==> src/rtl/ebt_defines.vh <==
// Constants for the eight-bit prescaled timer: offsets, fields, resets, timing
`ifndef EBT_DEFINES_VH
`define EBT_DEFINES_VH
// ----------------------------------------
// Register offsets
// ----------------------------------------
`define EBT_ADDR_COUNT 4'h0
`define EBT_ADDR_OPTION 4'h1
`define EBT_ADDR_PRESC_STAT 4'h2
// ----------------------------------------
// Option field positions
// ----------------------------------------
`define EBT_OPT_CS_BIT 5
`define EBT_OPT_SE_BIT 4
`define EBT_OPT_PA_BIT 3
`define EBT_OPT_PS_MSB 2
`define EBT_OPT_PS_LSB 0
// ----------------------------------------
// Reset values
// ----------------------------------------
`define EBT_RST_OPTION 8'hFF
`define EBT_RST_COUNT 8'h00
// ----------------------------------------
// Timing
// ----------------------------------------
`define EBT_WRITE_HOLD_CYCLES 2'h2
`define EBT_INSTR_DIV 2'h3
`endif

==> src/rtl/ebt_prescaler.v <==
// Eight-bit prescaler divider, shared between timer and watchdog
`timescale 1ns/1ps
`default_nettype none
module ebt_prescaler #(
  parameter WIDTH = 8
) (
  // Clock and reset
  input wire i_sys_clk,
  input wire i_nrst,
  // Control
  input wire i_tick,
  input wire i_clear,
  input wire [2:0] i_rate,
  // Output
  output reg o_tick
);
  reg [WIDTH-1:0] cnt_reg;
  wire [WIDTH-1:0] cnt_next;
  wire [WIDTH-1:0] mask;
  // Ratio is 2 to the power rate+1
  // Four-bit shift amount, so rate 7 reaches a full eight-bit mask
  assign mask = ({{(WIDTH-1){1'b0}}, 1'b1} << ({1'b0, i_rate} + 4'h1))
    - {{(WIDTH-1){1'b0}}, 1'b1};
  assign cnt_next = cnt_reg + {{(WIDTH-1){1'b0}}, 1'b1};
  always @(posedge i_sys_clk or negedge i_nrst) begin
    if (!i_nrst) begin
      cnt_reg <= {WIDTH{1'b0}};
      o_tick <= 1'b0;
    end else if (i_clear) begin
      cnt_reg <= {WIDTH{1'b0}};
      o_tick <= 1'b0;
    end else begin
      o_tick <= 1'b0;
      if (i_tick) begin
        cnt_reg <= cnt_next;
        // Full 8-bit wrap gives 1:256 when mask is all ones
        o_tick <= ((cnt_reg & mask) == mask);
      end
    end
  end
endmodule
`default_nettype wire

==> src/rtl/ebt_timer.v <==
// Top of the eight-bit prescaled timer with register port
//
// Added by the designer: the address-and-strobe port and the register offsets.
`timescale 1ns/1ps
`default_nettype none
`include "ebt_defines.vh"
module ebt_timer (
  // Clock and reset
  input wire i_sys_clk,
  input wire i_nrst,
  // Register port
  input wire [3:0] i_addr,
  input wire [7:0] i_wdata,
  input wire i_wr,
  input wire i_rd,
  output reg [7:0] o_rdata,
  // External count pin
  input wire i_external_count_input,
  // Watchdog side
  input wire i_wdt_tick,
  output reg o_wdt_tick,
  output reg o_instr_tick
);
  // ----------------------------------------
  // Registers and synchronisers
  // ----------------------------------------
  reg [7:0] timer_count_reg;
  reg [7:0] option_reg;
  reg [1:0] div_reg;
  reg [1:0] hold_reg;
  reg pin_meta_reg;
  reg pin_sync_reg;
  reg pin_last_reg;
  reg presc_tick_reg;
  wire clock_source_select = option_reg[`EBT_OPT_CS_BIT];
  wire source_edge_select = option_reg[`EBT_OPT_SE_BIT];
  wire prescaler_assign = option_reg[`EBT_OPT_PA_BIT];
  wire [2:0] prescale_rate = option_reg[`EBT_OPT_PS_MSB:`EBT_OPT_PS_LSB];
  wire instr_tick = (div_reg == `EBT_INSTR_DIV);
  wire pin_edge;
  wire src_tick;
  wire presc_in;
  wire presc_out;
  wire count_tick;
  wire count_wr = i_wr && (i_addr == `EBT_ADDR_COUNT);
  wire opt_wr = i_wr && (i_addr == `EBT_ADDR_OPTION);

  // ----------------------------------------
  // Instruction clock divider
  // ----------------------------------------
  // Four system cycles make one instruction cycle
  always @(posedge i_sys_clk or negedge i_nrst) begin
    if (!i_nrst) begin
      div_reg <= 2'h0;
      o_instr_tick <= 1'b0;
    end else begin
      div_reg <= div_reg + 2'h1;
      o_instr_tick <= instr_tick;
    end
  end

  // ----------------------------------------
  // Pin synchroniser and edge detect
  // ----------------------------------------
  always @(posedge i_sys_clk or negedge i_nrst) begin
    if (!i_nrst) begin
      pin_meta_reg <= 1'b0;
      pin_sync_reg <= 1'b0;
      pin_last_reg <= 1'b0;
    end else begin
      pin_meta_reg <= i_external_count_input;
      pin_sync_reg <= pin_meta_reg;
      pin_last_reg <= pin_sync_reg;
    end
  end
  assign pin_edge = source_edge_select ? (pin_last_reg & ~pin_sync_reg)
                                       : (~pin_last_reg & pin_sync_reg);
  assign src_tick = clock_source_select ? pin_edge : instr_tick;

  // ----------------------------------------
  // Prescaler routing
  // ----------------------------------------
  // One divider; the unassigned user bypasses it
  assign presc_in = prescaler_assign ? i_wdt_tick : src_tick;
  ebt_prescaler #(
    .WIDTH(8)
  ) u_presc (
    .i_sys_clk(i_sys_clk),
    .i_nrst(i_nrst),
    .i_tick(presc_in),
    .i_clear(opt_wr),
    .i_rate(prescale_rate),
    .o_tick(presc_out)
  );
  always @(posedge i_sys_clk or negedge i_nrst) begin
    if (!i_nrst) begin
      presc_tick_reg <= 1'b0;
      o_wdt_tick <= 1'b0;
    end else begin
      presc_tick_reg <= presc_out;
      o_wdt_tick <= prescaler_assign ? presc_out : i_wdt_tick;
    end
  end
  assign count_tick = prescaler_assign ? src_tick : presc_tick_reg;

  // ----------------------------------------
  // Count and option registers
  // ----------------------------------------
  // Hold counts instruction cycles so the written value is seen twice
  always @(posedge i_sys_clk or negedge i_nrst) begin
    if (!i_nrst) begin
      timer_count_reg <= `EBT_RST_COUNT;
      option_reg <= `EBT_RST_OPTION;
      hold_reg <= 2'h0;
    end else begin
      if (opt_wr) begin
        option_reg <= i_wdata;
      end
      if (count_wr) begin
        timer_count_reg <= i_wdata;
        hold_reg <= `EBT_WRITE_HOLD_CYCLES;
      end else begin
        if (instr_tick && hold_reg != 2'h0) begin
          hold_reg <= hold_reg - 2'h1;
        end
        if (count_tick && hold_reg == 2'h0) begin
          timer_count_reg <= timer_count_reg + 8'h01;
        end
      end
    end
  end

  // ----------------------------------------
  // Read port
  // ----------------------------------------
  // Prescaler count never appears here
  always @(posedge i_sys_clk or negedge i_nrst) begin
    if (!i_nrst) begin
      o_rdata <= 8'h00;
    end else if (i_rd) begin
      case (i_addr)
        `EBT_ADDR_COUNT: o_rdata <= timer_count_reg;
        `EBT_ADDR_OPTION: o_rdata <= option_reg;
        `EBT_ADDR_PRESC_STAT: o_rdata <= {7'h00, hold_reg != 2'h0};
        default: o_rdata <= 8'h00;
      endcase
    end else begin
      o_rdata <= 8'h00;
    end
  end
endmodule
`default_nettype wire

==> config.mk <==
export PLATFORM = sky130hd
export DESIGN_NAME = ebt_timer
export DESIGN_NICKNAME = d
export VERILOG_FILES = /design/src/rtl/ebt_prescaler.v /design/src/rtl/ebt_timer.v
export VERILOG_INCLUDE_DIRS = /design/src /design/src/rtl
export SDC_FILE = /design/constraint.sdc
export NUM_CORES = 1
export LEC_CHECK = 0
export BUFFER_PORTS_ARGS = -buffer_cell sky130_fd_sc_hd__clkbuf_2
export CAP_MARGIN = 40
export CORE_MARGIN = 10
export CORE_UTILIZATION = 50
export DETAILED_ROUTE_END_ITERATION = 10
export PLACE_DENSITY_LB_ADDON = 0.2
export SLEW_MARGIN = 0
export SYNTH_ARGS = -nofsm -noshare
export SYNTH_HDL_FRONTEND = slang
export SYNTH_SLANG_ARGS = --single-unit
==> constraint.sdc <==
create_clock -name i_sys_clk -period 2.2 [get_ports i_sys_clk]
set_clock_uncertainty 0.05 [all_clocks]
set_input_delay 0.33 -clock i_sys_clk [delete_from_list [all_inputs] [get_ports i_sys_clk]]
set_output_delay 0.33 -clock i_sys_clk [all_outputs]
set_load 0.02 [all_outputs]
==> results.toml <==
[run_status]
status = "finished clean"

[clock_tree]
clockRootBuffer = "clkbuf_8"
post_cts.repair.setup_buffers = 0
hold_buffers = 1
cts_buffer_depth = 2
cts_made_buffers = 5
worst_skew_pair.late_latency_ps = 290
clk_pin_slew_ps = 80
post_cts.resized_instances = 0
cts_tree = "yes"
cts_num_sinks = 43
cts_max_level = 2

[global_routing]
grt_antenna_before_repair = 0
grt_start_max_net_pins = 19
grt.overflow.total = 0
grt_pass1_vias = 1509
global_route.usage.total_pct = 11.98
grt_first_pass_wirelength_um = 7134

[synthesis]
yosys_warnings = 0
most_instantiated_library_cell_after_synthesis = "dfrtp_1"
synth_seq_cells = 43
synth-edff-count = 0
synthDominantCellAreaShare_pct = 42.22
synth_top_cells_by_area = "dfrtp_1 42%, dfstp_2 10%, nand2_1 6.2%, mux2i_1 5.8%, nor2_1 4.7%"
synth.distinct_cells = 37
post_synth.cell_area_avg_um2 = 10.12
syn_nets = 228
synthesis.instances = 205
synth-async-reset-ratio_pct = 100.0
portion_of_the_post_synthesis_area_used_by_sequential_elements_pct = 52.35
syn_area_um2 = 2074
netlist_top_cells_count = "35 x dfrtp_1, 34 x nand2_1, 26 x nor2_1, 17 x o21ai_0, 12 x mux2i_1"
post-synth-top-area-cell = "dfrtp_1"
synthFlopType = "dfrtp_1"

[drt]
wl_per_cell_um = 14.32
detailedRoute.firstIterationViolations = 100
postRouteWirelength_um = 4196
routed_vias_inst = 5.348
via_count = 1567
drc = 0
detail-route-antenna-nets = 0
drtPass1Iterations = 4

[placement]
routabilityCongestion = 0.7984
port_buffers = 27
detailed_place_hpwl_um = 3230

[critical_path]
cp_data_arrival_time_ps = 2150
path_max_fanout = 7
max_stage_delay_ps = 460
cp_data_required_time_ps = 2370
standard_cell_with_the_maximum_stage_delay_on_the_critical_path = "a311oi_4"
cells_along_the_critical_path = "or3b_4 -> a311oi_4 -> nor2_4 -> or3_1 -> a21oi_1"
cp_top_family = "simple AND/OR/NAND/NOR gates"
critPathLaunchType = "register"
crit_path_end_kind = "register"
critical_path.n_buffers_inverters = 0
type_of_the_worst_setup_path = "register to register"

[sta]
timing.slew.headroom_pct = 61.44
min_period_over_period_pct = 90.10
worst_hold_slack_ps = 88.92
finalSetupViolations = 0
maxSlewViolCount = 0
period_minus_slack_ps = 1982
hold_viol_final = 0
rsz0062_at_grt = "no"
timing_worst_slew_pin_value_ps = 570.3
fin_tns_setup_ps = 0
max_freq_ghz = 0.5045

[cells_and_area]
area.sequential_um2 = 1086
area_delta_synth_final_pct = 15.50
drive_gt1_share_pct = 22.22
final_net_count = 265
layout.core_utilization_pct = 59.90
multi_input_area_um2 = 957.2
number_of_diodes_added_for_antenna_fixing = 0
final.fill_count = 360

[pwr]
peakVddDrop_v = 0.0006436
p_leak_nw = 1.144
p_per_area_nw_per_um2 = 935.8

[floorplanning]
die_width_um = 84.41
fp.coreArea_um2 = 4000
dieHeight_um = 84.41
cell_row_count = 23
pin_count = 28
starting_density_pct = 51.86
die_ar_um2 = 7125

[min_path]
min_path_type = "input port to register"

[job]
maxCapViolCount = 0
[cell families after synthesis]
family | after synthesis | synth area share [%]
flip-flops | 43 | 52.35
buffers and inverters | 8 | 1.507
other | 1 | 0.1808
adder cells (fa/ha/maj) | 5 | 3.016
multiplexers | 13 | 6.333
AND/OR/NAND/NOR | 88 | 19.90
XOR/XNOR | 11 | 4.644
AO/OA/AOI/OAI | 36 | 12.06
[cell usage in the layout, fill, tap and decap left out, types with 2 or more instances in the layout]
cell type	count
nand2_1	34
a21oi_1	5
and3_1	5
buf_4	6
nand3b_1	2
nand3_1	4
dfstp_2	8
nor2_1	26
clkbuf_8	5
xor2_1	10
and2_1	3
o211ai_1	4
mux2i_1	12
o221ai_1	2
nand2b_1	3
clkbuf_2	27
dfrtp_1	35
inv_1	4
o2111ai_1	3
o21ai_0	17
or3_1	4
ha_1	5
[report_power, final]
group          total [W]  internal, W  switching (W)
Combinational   0.000552     0.000264       0.000288
Sequential       0.00120     0.000990       0.000208
Clock           0.000492     0.000222       0.000270
Total            0.00224      0.00148       0.000766
[metal layers]
| metal | GRT usage [%] | vias to the layer above | wire length, um | share of wire (%) |
|---|---|---|---|---|
| li1 | - | 786 | - | - |
| met1 | 14.29 | 748 | 1822 | 43 |
| met2 | 19.71 | 26 | 2093 | 50 |
| met3 | 4.638 | 7 | 229 | 5.5 |
| met4 | 3.144 | 0 | 50 | 1.2 |
| met5 | 0 | - | 0 | 0 |
[final timing paths]
path	startpoint	end	slack [ps]	cells past startpoint
min reg2reg	pin_meta_reg	pin_sync_reg	300	0
min	i_external_count_input	pin_meta_reg	90	1
min in group asynchronous	i_nrst	o_rdata[0]	410	2
max reg2reg	option_reg[4]	u_presc.cnt_reg[4]	220	5
max	option_reg[4]	u_presc.cnt_reg[4]	220	5
max in group asynchronous	i_nrst	option_reg[7]	1070	3
[per-stage QoR]
stage               std cells  setup WS, ps  total power, W  cell area, um^2
finish                    293         217.8        0.002242             2396
global route              293         57.91        0.002412             2396
CTS                       293         212.9        0.002266             2396
detailed placement        284         220.9        0.001767             2301
global placement          284         236.9        0.001751             2301
floorplan                 205         356.6        0.001585             2074
[cell type report]
class,count,area share [%]
Sequential cell,43,45.33
Tap cell,50,2.611
Timing Repair Buffer,34,7.937
Clock buffer,6,3.029
Multi-Input combinational cell,154,39.95
Clock inverter,2,0.5222
Inverter,4,0.6266
No activity file was read; power rests on OpenSTA's default activity.
